## src/shared/ext_irq_map.svh

```systemverilog
// register offsets, field positions, reset values and vector addresses
`ifndef EXT_IRQ_MAP_SVH
`define EXT_IRQ_MAP_SVH
`define ADDR_MCU_CTRL      12'h035
`define ADDR_IRQ_ENABLE    12'h03b
`define ADDR_IRQ_FLAGS     12'h03a
`define ADDR_PC_MASK_LOW   12'h012
`define ADDR_PC_MASK_HIGH  12'h020
`define ADDR_CORE_CTRL     12'h040
`define ADDR_CORE_STATUS   12'h044
`define BIT_EXT            6
`define BIT_PC_HIGH        5
`define BIT_PC_LOW         4
`define RST_MCU_CTRL       8'h00
`define RST_PC_MASK        8'h00
`define VEC_RESET          5'h00
`define VEC_EXT            5'h01
`define VEC_PC_LOW         5'h02
`define VEC_PC_HIGH        5'h03
`define VEC_WATCHDOG       5'h04
`define VEC_LAST           5'h10
`define NUM_SRC            17
`endif

```

## src/shared/ext_irq_pkg.sv

```systemverilog
// types for the external interrupt and vectoring block
package ext_irq_pkg;
   typedef enum logic [1:0] {
      SENSE_LOW,
      SENSE_ANY,
      SENSE_FALL,
      SENSE_RISE
   } sense_e;
   typedef struct packed {
      logic        take;
      logic [4:0]  vector;
   } vec_req_s;
   typedef enum {
      VEC_IDLE,
      VEC_ACK
   } vec_state_e;
endpackage

```

## src/hw/external_interrupt_vectoring.sv

```systemverilog
// external interrupt sensing, pin change groups and fixed vectoring
//
// How it works
// reset fetch address zero, vectors numbered after
// ext 0x1, low group 0x2, high 0x3
// watchdog 0x4, 16-bit timer 0x5..0x8
// 8-bit timer 0x9..0xB, others 0xC..0x10
// pins trigger even when driven as outputs
// low group flags any enabled 7..0 toggle
// high group flags any enabled 11..8 toggle
// mask registers select contributing pin inputs
// pin changes seen without io clock
// sense bits pick fall, rise or level
// level request holds while pin low
// edges need io clock, not in sleep
// low level detected without io clock
// wake without interrupt if level released early
// sense code 00 low,01 any,10 fall,11 rise
// take needs own enable and global enable
// flag set on edge, cleared by ack/write
// pin sampled; pulses over one clock caught
// lowest pending vector number served first
`timescale 1ns/1ps
`default_nettype none
`include "ext_irq_map.svh"
module external_interrupt_vectoring #(
   parameter int PIN_CHANGE_COUNT = 12
) (
   input  wire logic                        mclk,
   input  wire logic                        sys_rst,
   input  wire logic [11:0]                 paddr,
   input  wire logic                        psel,
   input  wire logic                        penable,
   input  wire logic                        pwrite,
   input  wire logic [31:0]                 pwdata,
   output logic      [31:0]                 prdata,
   output logic                             pready,
   output logic                             pslverr,
   input  wire logic                        ext_irq_pin,
   input  wire logic [PIN_CHANGE_COUNT-1:0] pin_change_inputs,
   input  wire logic                        ioClkRun,
   input  wire logic [12:0]                 otherIrq,
   input  wire logic                        vecAck,
   output ext_irq_pkg::vec_req_s            vecReq,
   output logic                             wakeReq
);
   logic        extSync1_q, extSync2_q, extPrev_q;
   logic [11:0] pcSync1_q, pcSync2_q, pcPrev_q;
   logic [7:0]  mcuCtrl_q, maskLow_q;
   logic [3:0]  maskHigh_q;
   logic [2:0]  enable_q;
   logic        globalEn_q;
   logic        extFlag_q, pcLowFlag_q, pcHighFlag_q;
   logic        apbWr, mapped;
   logic        extEvent, pcLowEvent, pcHighEvent, levelAct;
   logic [31:0] rdMux;
   logic [`NUM_SRC:1] pending;
   logic [4:0]  ackVec_q;
   ext_irq_pkg::sense_e sense;
   ext_irq_pkg::vec_req_s req_d;
   ext_irq_pkg::vec_state_e state_q;

   // scan from the top so the lowest set index is the one left
   function automatic logic [4:0] lowestVec(input logic [`NUM_SRC:1] p);
      logic [4:0] v;
      v = 5'h00;
      for (int i = `NUM_SRC; i >= 1; i--) begin
         if (p[i]) begin
            v = 5'(i);
         end
      end
      return v;
   endfunction

   // two-flop samplers; pins read directly so outputs-as-inputs work
   always_ff @(posedge mclk or posedge sys_rst) begin
      if (sys_rst) begin
         extSync1_q <= 1'b1;
         extSync2_q <= 1'b1;
         pcSync1_q  <= 12'h000;
         pcSync2_q  <= 12'h000;
      end else begin
         extSync1_q <= ext_irq_pin;
         extSync2_q <= extSync1_q;
         pcSync1_q  <= pin_change_inputs[11:0];
         pcSync2_q  <= pcSync1_q;
      end
   end

   // ext edge history only advances while io clock runs; pin change history advances every clock
   always_ff @(posedge mclk or posedge sys_rst) begin
      if (sys_rst) begin
         extPrev_q <= 1'b1;
         pcPrev_q  <= 12'h000;
      end else begin
         if (ioClkRun) begin
            extPrev_q <= extSync2_q;
         end
         pcPrev_q <= pcSync2_q;
      end
   end

   assign sense = ext_irq_pkg::sense_e'(mcuCtrl_q[1:0]);
   always_comb begin
      extEvent = 1'b0;
      unique case (sense)
         ext_irq_pkg::SENSE_LOW:  extEvent = 1'b0;
         ext_irq_pkg::SENSE_ANY:  extEvent = extSync2_q ^ extPrev_q;
         ext_irq_pkg::SENSE_FALL: extEvent = extPrev_q & ~extSync2_q;
         ext_irq_pkg::SENSE_RISE: extEvent = ~extPrev_q & extSync2_q;
      endcase
      extEvent = extEvent & ioClkRun;
   end
   // level path bypasses io clock gating
   assign levelAct = (sense == ext_irq_pkg::SENSE_LOW) & ~extSync2_q;
   assign pcLowEvent  = |((pcSync2_q[7:0] ^ pcPrev_q[7:0]) & maskLow_q);
   assign pcHighEvent = |((pcSync2_q[11:8] ^ pcPrev_q[11:8]) & maskHigh_q);

   // apb: zero wait states, unmapped reads zero with error
   assign apbWr = psel & penable & pwrite;
   assign pready = 1'b1;
   always_comb begin
      mapped = 1'b1;
      rdMux  = 32'h0000_0000;
      unique case (paddr)
         `ADDR_MCU_CTRL:     rdMux[7:0] = {6'h00, mcuCtrl_q[1:0]};
         `ADDR_IRQ_ENABLE:   rdMux[7:4] = {1'b0, enable_q};
         `ADDR_IRQ_FLAGS:    rdMux[7:4] = {1'b0, extFlag_q, pcHighFlag_q,
                                           pcLowFlag_q};
         `ADDR_PC_MASK_LOW:  rdMux[7:0] = maskLow_q;
         `ADDR_PC_MASK_HIGH: rdMux[3:0] = maskHigh_q;
         `ADDR_CORE_CTRL:    rdMux[0]   = globalEn_q;
         `ADDR_CORE_STATUS:  rdMux[5:0] = {vecReq.take, vecReq.vector};
         default:            mapped = 1'b0;
      endcase
   end
   assign pslverr = psel & penable & ~mapped;
   always_ff @(posedge mclk or posedge sys_rst) begin
      if (sys_rst) begin
         prdata <= 32'h0000_0000;
      end else if (psel & ~penable & ~pwrite) begin
         prdata <= rdMux;
      end
   end

   always_ff @(posedge mclk or posedge sys_rst) begin
      if (sys_rst) begin
         mcuCtrl_q  <= `RST_MCU_CTRL;
         maskLow_q  <= `RST_PC_MASK;
         maskHigh_q <= 4'h0;
         enable_q   <= 3'h0;
         globalEn_q <= 1'b0;
      end else if (apbWr) begin
         unique case (paddr)
            `ADDR_MCU_CTRL:     mcuCtrl_q  <= {6'h00, pwdata[1:0]};
            `ADDR_IRQ_ENABLE:   enable_q   <= pwdata[6:4];
            `ADDR_PC_MASK_LOW:  maskLow_q  <= pwdata[7:0];
            `ADDR_PC_MASK_HIGH: maskHigh_q <= pwdata[3:0];
            `ADDR_CORE_CTRL:    globalEn_q <= pwdata[0];
            default:            ;
         endcase
      end
   end

   logic wrFlags, ackExt, ackLow, ackHigh;
   assign wrFlags = apbWr & (paddr == `ADDR_IRQ_FLAGS);
   assign ackExt  = vecAck & (ackVec_q == `VEC_EXT);
   assign ackLow  = vecAck & (ackVec_q == `VEC_PC_LOW);
   assign ackHigh = vecAck & (ackVec_q == `VEC_PC_HIGH);

   // set beats clear so no event is lost
   always_ff @(posedge mclk or posedge sys_rst) begin
      if (sys_rst) begin
         extFlag_q <= 1'b0;
      end else if (sense == ext_irq_pkg::SENSE_LOW) begin
         extFlag_q <= 1'b0;
      end else if (extEvent) begin
         extFlag_q <= 1'b1;
      end else if (ackExt | (wrFlags & pwdata[`BIT_EXT])) begin
         extFlag_q <= 1'b0;
      end
   end
   always_ff @(posedge mclk or posedge sys_rst) begin
      if (sys_rst) begin
         pcLowFlag_q  <= 1'b0;
         pcHighFlag_q <= 1'b0;
      end else begin
         if (pcLowEvent) begin
            pcLowFlag_q <= 1'b1;
         end else if (ackLow | (wrFlags & pwdata[`BIT_PC_LOW])) begin
            pcLowFlag_q <= 1'b0;
         end
         if (pcHighEvent) begin
            pcHighFlag_q <= 1'b1;
         end else if (ackHigh | (wrFlags & pwdata[`BIT_PC_HIGH])) begin
            pcHighFlag_q <= 1'b0;
         end
      end
   end

   // global enable is the core's one switch, so it gates every source
   always_comb begin
      pending     = '0;
      pending[2]  = globalEn_q & enable_q[2] & (extFlag_q | levelAct);
      pending[3]  = globalEn_q & enable_q[0] & pcLowFlag_q;
      pending[4]  = globalEn_q & enable_q[1] & pcHighFlag_q;
      pending[`NUM_SRC:5] = otherIrq & {13{globalEn_q}};
   end
   // level wake is asynchronous in silicon; a released level wakes only
   assign wakeReq = levelAct | pcLowEvent | pcHighEvent;

   // index i maps to address i-1; vector zero is the reset fetch
   always_comb begin
      req_d.take   = |pending;
      req_d.vector = (|pending) ? lowestVec(pending) - 5'h01
                                : `VEC_RESET;
   end

   always_ff @(posedge mclk or posedge sys_rst) begin
      if (sys_rst) begin
         vecReq   <= '0;
         ackVec_q <= `VEC_RESET;
         state_q  <= ext_irq_pkg::VEC_IDLE;
      end else begin
         unique case (state_q)
            ext_irq_pkg::VEC_IDLE: begin
               vecReq   <= req_d;
               ackVec_q <= req_d.vector;
               if (req_d.take) begin
                  state_q <= ext_irq_pkg::VEC_ACK;
               end
            end
            ext_irq_pkg::VEC_ACK: begin
               if (vecAck) begin
                  vecReq  <= '0;
                  state_q <= ext_irq_pkg::VEC_IDLE;
               end
            end
         endcase
      end
   end
endmodule // external_interrupt_vectoring
`default_nettype wire

```

## config.mk

```make
export PLATFORM = sky130hd
export DESIGN_NAME = external_interrupt_vectoring
export DESIGN_NICKNAME = d
export VERILOG_FILES = /design/src/shared/ext_irq_pkg.sv /design/src/hw/external_interrupt_vectoring.sv
export VERILOG_INCLUDE_DIRS = /design/src /design/src/shared
export SDC_FILE = /design/constraint.sdc
export NUM_CORES = 1
export LEC_CHECK = 0
export ABC_AREA = 1
export BUFFER_PORTS_ARGS = -buffer_cell sky130_fd_sc_hd__buf_2
export CORE_ASPECT_RATIO = 0.8
export CORE_MARGIN = 2
export CORE_UTILIZATION = 57
export CTS_BUF_LIST = sky130_fd_sc_hd__clkbuf_4 sky130_fd_sc_hd__clkbuf_8
export DETAILED_ROUTE_END_ITERATION = 16
export PLACE_DENSITY = 0.88
export SLEW_MARGIN = 15
export SYNTH_ARGS = -nofsm -noshare
export SYNTH_HDL_FRONTEND = slang
export SYNTH_SLANG_ARGS = --single-unit
export TNS_END_PERCENT = 100
```

## constraint.sdc

```tcl
create_clock -name mclk -period 4.7 [get_ports mclk]
set_clock_uncertainty 0.05 [all_clocks]
set_input_delay 0.235 -clock mclk [delete_from_list [all_inputs] [get_ports mclk]]
set_output_delay 0.235 -clock mclk [all_outputs]
set_load 0.01 [all_outputs]
```

==> impl_metrics.ini, run 1 <==
[status]
status = finished clean

[critical_path]
crit_start = globalEn_q
slowest_stage = dfrtp_1
timing.reg2reg.setup_slack_ps = 2090
r2r-start = globalEn_q
required_ps = 4890
path_class = register to register
endpoint = vecReq[2]
cp.arrival_ps = 2810
path_max_fanout = 17
critPathMaxStageDelay_ps = 780
critPathCaptureType = register
cp_cell_sequence = nand2_1, nand2_1, nand2_1, nand2_1, nand2_1, nand2_1, nand2_1, nand2_1, nand2_1, nand2_1, nand2_1, nand2_1, nand2_1, nand2_1, nand2_1, ha_1, and2_4, o21ai_0, o21ai_0
path_common_cell = nand2_1
startpoint_type = register
r2r_end = vecReq[2]
r2r_cells = 19

[sta]
tightest_slew_ps = 747
hold_viol = 0
drv_slew = 0
max_freq_ghz = 0.382
relSlewSlack = 0.498
whs_ps = 61.4
layout_min_cycle_time_ps = 2610
fin_tns_setup_ps = 0
rsz0062_at_grt = false
min_period_over_period = 0.556
setup_viol = 0
setup_ws_ps = 2090

[cts]
postCtsSetupBuffers = 0
ctsRootBufferMaster = clkbuf_8
tritoncts = done
clk-insertion-delay-late_ps = 360
clock_sink_count = 80
clk_pin_slew_ps = 90
clockBufferDepth = 2
cts_made_buffers = 9
cts.repair.resized = 0
h-tree-depth = 3

[pwr]
leakage_nw = 2.28
peakVddDrop_mv = 0.403
total_power_mw = 1.32
p_per_area_nw_per_um2 = 298

[die]
die-area_um2 = 7300
initial_core_util = 0.589
ios = 118
die_w_um = 95
die_h_um = 76.8
rows = 26
core_area_um2 = 6410

[logic_synthesis]
syn_inst = 430
synthesis.area_um2 = 3780
ys_seq_elements = 80
seq_area_frac_synth = 0.531
synth_top_cell_by_area = dfrtp_1
ys.flop_type = dfrtp_1
synthArstFlopShare = 1.00
synth_edf_count = 0
syn_area_per_cell_um2 = 8.78
synthTopCellsByArea = dfrtp_1, nand2_1, o21ai_0
ys.warnings.count = 0
yosys.cell_types.count = 42
yosysTopAreaCellShare = 0.510

[routing]
drcViolationCount = 0
drt_wl_total_um = 7940
via_count = 3120
vias_per_cell = 5.13
ant_nets = 0
firstDrtPassIters = 4
post_drt_wl_per_cell_um = 13.1
dr.first_iter.drc_count = 180

[layout]
utilization = 0.692
fin_area_um2 = 4440
num_antenna_cells = 0
area_growth_pct = 17.5
layout.nets = 599
layout-drive-gt1-share = 0.227
num-fill-cells = 505
final_cells = 608

[placed_design]
place_congestion = 0.972
io_buffers = 68
post-dp-hpwl_um = 6010
placed_cell_area_um2 = 4080
place_inst = 577
place_ws_ps = 2070

[global_routing]
overflow = 0
grt_max_degree = 60
grt_first_pass_wirelength_um = 13200
grt_use_total = 0.236
grt_pass1_vias = 2966
antenna_found_initial = 0

[run]
maxCapViolations = 0

[worst_hold_path]
hp-class = input port to register
## kinds of logic (layout without fill, tap and decap cells)
family	count (synthesis)	after routing	synth area share
adder cells (fa/ha/maj)	3	3	0.00994
AO/OA/AOI/OAI	67	67	0.100
buffers and inverters	78	149	0.111
XOR/XNOR	1	1	0.00232
other	2	25	0.00199
AND/OR/NAND/NOR	198	198	0.241
flip-flops	80	80	0.531
multiplexers	1	1	0.00298
## cell type report
type	count	area, um2	area share
tap	84	105	0.0237
multi-input combinational	295	1440	0.324
clock buffer	10	138	0.0310
inverter	49	184	0.0415
timing repair buffer	84	498	0.112
sequential	80	2010	0.452
clock inverter	6	67.6	0.0152
## registers in the layout, indices dropped and copies added (netlist names)
register	count
extPrev_q	1
mcuCtrl_q	2
extFlag_q	1
pcSync1_q	12
pcHighFlag_q	1
ackVec_q	5
extSync2_q	1
state_q	1
maskLow_q	8
pcSync2_q	12
maskHigh_q	4
pcLowFlag_q	1
vecReq	6
pcPrev_q	12
extSync1_q	1
enable_q	3
prdata	8
globalEn_q	1
## cells in the mapped netlist (2+ instances only)
cell	instances
a211oi_1	2
a21oi_1	8
buf_4	25
buf_6	2
conb_1	2
dfrtp_1	77
dfstp_2	3
ha_1	3
inv_1	44
inv_2	4
nand2_1	115
nand2_2	6
nand2_4	2
nand3_1	21
nand3_2	2
nand4_1	3
nor2_1	27
nor2_2	5
nor3_1	4
nor3_2	2
nor4_1	5
o211ai_1	2
o21ai_0	38
o21ai_1	5
o21ai_2	2
o22ai_1	5
## worst min path at each step
stage / cells after the start / to / from
3_5_place_dp: 2 / pcSync1_q[3] / sys_rst
5_1_grt: 2 / maskLow_q[7] / pwdata[7]
2_1_floorplan: 0 / extSync1_q / ext_irq_pin
3_3_place_gp: 2 / pcSync1_q[3] / sys_rst
6_report: 2 / maskLow_q[7] / pwdata[7]
4_1_cts: 2 / maskLow_q[7] / pwdata[7]
## layout by cell type (no fill, tap or decap), types with 2 or more instances in the layout
master / Yosys / routed
conb_1: 2 / 25
nor3_2: 2 / 2
nand2_2: 6 / 6
nor3_1: 4 / 4
o22ai_1: 5 / 5
o21ai_2: 2 / 2
o21ai_1: 5 / 5
o21ai_0: 38 / 38
nor4_1: 5 / 5
nor2_2: 5 / 5
nand3_2: 2 / 2
ha_1: 3 / 3
nand2_1: 115 / 115
dlygate4sd3_1: 0 / 15
inv_2: 4 / 5
a21oi_1: 8 / 8
buf_2: 1 / 68
nand4_1: 3 / 3
clkinvlp_4: 0 / 2
inv_1: 44 / 43
a211oi_1: 2 / 2
nand2_4: 2 / 2
nand3_1: 21 / 21
nor2_1: 27 / 27
clkbuf_8: 0 / 10
o211ai_1: 2 / 2
dfstp_2: 3 / 3
dfrtp_1: 77 / 77
## timing repair
action	CTS	global route
hold buffers	15	0
endpoints found under the setup margin	0	0
hold endpoints to repair	32	0
## power by group
| part | switching [mW] | internal (mW) | total, mW |
|---|---|---|---|
| logic | 0.0534 | 0.0340 | 0.0874 |
| clock network | 0.252 | 0.261 | 0.513 |
| registers | 0.0106 | 0.709 | 0.719 |
## metal layers
layer / global-route usage / part of all wire / vias up
met5: 0 / 0 / -
met4: 0.0841 / 0.028 / 0
met3: 0.0776 / 0.083 / 17
met2: 0.377 / 0.47 / 140
met1: 0.303 / 0.42 / 1449
li1: - / - / 1514
## critical path: cells and delay by family, from the launching register on
kind	cells	cell delay [ps]
AOI/OAI and AO/OA	2	320
adders and majority gates	1	210
DFF	1	780
and+or+nand+nor	16	1120
Note: power is estimated with default switching activity, not from simulation.
==> inputs of run 2 (changes only) <==
- CORE_UTILIZATION: 57 -> 48
- PLACE_DENSITY: 0.88 -> 0.79
- clock period: 4.7 -> 2.34 ns (I/O delays scaled with it)
==> impl_metrics.ini, run 2 (synthesis results as in run 1) <==
[status]
status = finished clean

[layout]
final_common_cell = nand2_1
seqCellArea_um2 = 2010
area_growth_pct = 20.2
layout.nets = 607
final_cells = 637
num-fill-cells = 674
num_antenna_cells = 0
multi_input_area_um2 = 1450
most-common-layout-cells = nand2_1, dfrtp_1, buf_2
layout-drive-gt1-share = 0.237
fin_area_um2 = 4540
top_regs = pcPrev_q x12, pcSync1_q x12, pcSync2_q x12
utilization = 0.605

[sta]
layout_min_cycle_time_ps = 2140
fin_tns_setup_ps = 0
rsz0062_at_grt = false
setup_viol = 0
hold_viol = 0
tightest_slew_ps = 643
drv_slew = 0
min_period_over_period = 0.914
max_freq_ghz = 0.467
relSlewSlack = 0.567

[critical_path]
cp.arrival_ps = 1970
path_class = register to output port
required_ps = 2170
startpoint_type = register
critPathCaptureType = output port
path_max_fanout = 2

[routing]
dr.first_iter.drc_count = 269
post_drt_wl_per_cell_um = 12.4
vias_per_cell = 4.88
via_count = 3111
highest_layer = met4
ant_nets = 0
firstDrtPassIters = 5
wl_met3_um = 569
met2_wirelength_um = 3650
drt-met1-wl_um = 3570
drcViolationCount = 0
drt_wl_total_um = 7920

[die]
die-area_um2 = 8600
rows = 28
die_h_um = 83.3
core_area_um2 = 7500
initial_core_util = 0.504
ios = 118
die_w_um = 103

[pwr]
leakage_nw = 2.33
peakVddDrop_mv = 0.466
total_power_mw = 2.56
sw_frac_of_total = 0.257
power_frac_comb = 0.072
clockPowerShare = 0.365
p_int_mw = 1.91
switchingPower_mw = 0.659
p_per_area_nw_per_um2 = 565
p_seq_frac = 0.563

[placed_design]
place_congestion = 0.909
io_buffers = 68
placed_cell_area_um2 = 4160
post-dp-hpwl_um = 6130
place_inst = 603

[global_routing]
grt_max_degree = 41
overflow = 0
antenna_found_initial = 0
grt_pass1_vias = 2902
grt_first_pass_wirelength_um = 13000
grt_use_total = 0.193

[run]
maxCapViolations = 0

[cts]
clk_pin_slew_ps = 90
ctsRootBufferMaster = clkbuf_8
clock_sink_count = 80
tritoncts = done
clockBufferDepth = 2
cts_made_buffers = 9
postCtsSetupBuffers = 0
clk-insertion-delay-late_ps = 350
h-tree-depth = 3

[worst_hold_path]
hp-class = input port to register
-- run 2: cell count changes in the layout (fill, tap and decap cells not counted), sizes merged --
cell / change
bufinv: -1
dlygate4sd3: +3
inv: +3
clkinvlp: -1
buf: +5
clkbuf: -1
-- run 2: repair_timing --
action,CTS,global route
setup endpoints to repair,1,5
resized for setup,1,4
hold buffers,18,0
hold endpoints to repair,37,0
-- run 2: worst max-delay path, stage by stage, from the launching register on --
cell and delay (ps):
dfrtp_1 400, xor2_1 150, nand2_1 60, o21ai_0 70, or3b_2 490, nor4_4 180, nand3b_1 130, buf_2 160
-- run 2: metrics by stage --
stage               setup WS (ps)  hold slack, ps
CTS                           113            2.06
detailed placement            194            72.5
global route                 16.5            37.2
global placement              208            68.6
finish                        200            12.7
floorplan                     126            71.5
-- run 2: area by class of cell --
| type | count | area share |
|---|---|---|
| Clock buffer | 9 | 0.0273 |
| Clock inverter | 7 | 0.0135 |
| Inverter | 49 | 0.0405 |
| Multi-Input combinational cell | 295 | 0.320 |
| Sequential cell | 80 | 0.442 |
| Tap cell | 105 | 0.0289 |
| Timing Repair Buffer | 92 | 0.127 |
-- run 2: final timing paths --
| check | start | end | slack [ps] | cells after the start |
|---|---|---|---|---|
| hold / removal | vecAck | vecReq[0] | 10 | 4 |
| setup reg to reg | globalEn_q | ackVec_q[4] | 230 | 13 |
| max in group asynchronous | sys_rst | globalEn_q | 1340 | 4 |
| setup / recovery | pcSync2_q[3] | wakeReq | 200 | 7 |
| hold reg to reg | pcSync1_q[4] | pcSync2_q[4] | 300 | 0 |
| min in group asynchronous | sys_rst | pcSync1_q[11] | 240 | 3 |
-- run 2: power by group through the flow --
stage | clock network (mW) | logic [mW] | registers, mW
3_5_place_dp | 0 | 0.163 | 1.47
5_1_grt | 1.02 | 0.214 | 1.45
2_1_floorplan | 0 | 0.115 | 1.47
3_3_place_gp | 0 | 0.159 | 1.47
6_report | 0.935 | 0.185 | 1.44
4_1_cts | 0.962 | 0.186 | 1.44
-- run 2: layer usage --
metal,vias up,global-route usage
met1,1446,0.261
met5,-,0
li1,1531,-
met4,0,0.0574
met2,123,0.302
met3,11,0.0564
==> inputs of run 3 (changes only) <==
- BUFFER_PORTS_ARGS: -buffer_cell sky130_fd_sc_hd__buf_2 -> not set
- CORE_MARGIN: 2 -> not set
- CORE_UTILIZATION: 48 -> 59
- DONT_BUFFER_PORTS: not set -> 1
- PLACE_DENSITY: 0.79 -> 0.78
==> impl_metrics.ini, run 3 (synthesis results as in run 1) <==
[status]
status = finished clean

[layout]
num-fill-cells = 453
final_common_cell = nand2_1
num_antenna_cells = 0
layout-drive-gt1-share = 0.138
layout.nets = 547
area_growth_pct = 13.5
multi_input_area_um2 = 1470
final_cells = 553
seqCellArea_um2 = 2010
top_regs = pcPrev_q x12, pcSync1_q x12, pcSync2_q x12
most-common-layout-cells = nand2_1, dfrtp_1, inv_1

[critical_path]
critPathMaxStageDelay_ps = 460
timing.reg2reg.setup_slack_ps = 100
cp_cell_sequence = buf_4, nand2_1, nand2_2, a31oi_1, nor2_1, o211ai_2, nand2_1, nor2_2, ha_4, and2_4, a21oi_1, a211o_1, o21ai_2
required_ps = 2570
slowest_stage = dfrtp_2
crit_start = globalEn_q
path_max_fanout = 7
path_common_cell = nand2_1
path_class = register to register
path_delay_family = compound AO/OA/AOI/OAI gates
startpoint_type = register
critPathCaptureType = register
crit_buf_inv = 1
r2r-start = globalEn_q
cp.arrival_ps = 2460

[routing]
met2_wirelength_um = 3520
drcViolationCount = 0
post_drt_wl_per_cell_um = 14.0
drt_wl_total_um = 7720
wl_met3_um = 558
firstDrtPassIters = 5
drt-met1-wl_um = 3510
vias_per_cell = 5.18
dr.first_iter.drc_count = 133
via_count = 2865
ant_nets = 0
highest_layer = met4

[global_routing]
grt_pass1_vias = 2733
grt_first_pass_wirelength_um = 12600
grt_use_total = 0.250
overflow = 0
grt_max_degree = 30
antenna_found_initial = 0

[sta]
relSlewSlack = 0.575
min_period_over_period = 0.957
tightest_slew_ps = 632
layout_min_cycle_time_ps = 2240
fin_tns_setup_ps = 0
max_freq_ghz = 0.447
drv_slew = 0
whs_ps = 43.9
hold_viol = 0
setup_viol = 0

[pwr]
p_per_area_nw_per_um2 = 635
leakage_nw = 2.08
peakVddDrop_mv = 0.580

[cts]
clk-insertion-delay-late_ps = 350
clockBufferDepth = 2
h-tree-depth = 3
clk_pin_slew_ps = 90
clock_sink_count = 80
cts_made_buffers = 9
ctsRootBufferMaster = clkbuf_8
tritoncts = done

[die]
die-area_um2 = 6730
ios = 118
rows = 25
die_w_um = 91.4
die_h_um = 73.6
initial_core_util = 0.625
core_area_um2 = 6040

[placed_design]
place_inst = 511
place_congestion = 0.867
io_buffers = 0
post-dp-hpwl_um = 5730

[worst_hold_path]
hp-class = input port to register
hp-start = pwrite

[run]
maxCapViolations = 0
run 3: cell count changes in the layout (fill, tap and decap cells not counted), moves of 2 or more:
cell	before	now
nand2_1	115	113
dlygate4sd3_1	18	24
nand2_2	6	8
buf_2	68	0
buf_4	5	8
bufinv_16	0	2
run 3: worst register-to-register path: cells and delay by family (launching register included):
kind / cells / cell delay (ps)
flops: 1 / 460
compound gates: 5 / 700
fa+ha+maj: 1 / 150
buf+inv: 1 / 180
simple gates: 6 / 640
run 3: layer usage:
layer | track usage | vias up
li1 | - | 1410
met1 | 0.345 | 1326
met2 | 0.380 | 119
met3 | 0.0839 | 10
met4 | 0.0741 | 0
met5 | 0 | -
run 3: what timing repair did:
item,CTS,global route
hold endpoints to repair,62,0
hold buffers,24,0
setup endpoints to repair,0,5
gates resized for setup,0,9
setup buffers,0,2
run 3: path summary, 6_finish.rpt:
kind,end,cells past startpoint
setup / recovery,vecReq[4],13
hold / removal,prdata[4],4
setup reg to reg,vecReq[4],13
hold reg to reg,pcSync2_q[10],0
max in group asynchronous,globalEn_q,3
min in group asynchronous,pcSync2_q[4],2
run 3: power by group:
group          switching [mW]  leakage (nW)  internal, mW
registers              0.0222          1.01          1.42
logic                  0.0917         0.957        0.0502
clock network           0.522         0.112         0.613
total                   0.636          2.08          2.09
run 3: final cells by class:
cell class                      count  share of cell area
Clock buffer                        9              0.0289
Clock inverter                      7              0.0236
Inverter                           49              0.0429
Multi-Input combinational cell    295               0.343
Sequential cell                    80               0.468
Tap cell                           81              0.0236
Timing Repair Buffer               32              0.0701
run 3: metrics by stage:
step	cell area, um2	worst slack [ps]	utilization	power (mW)
detailed placement	3770	146	0.625	1.58
floorplan	3860	126	-	1.58
global placement	3770	197	0.625	1.58
CTS	4240	82.7	0.702	2.75
finish	4290	102	0.710	2.72
global route	4290	-27.2	0.710	2.83
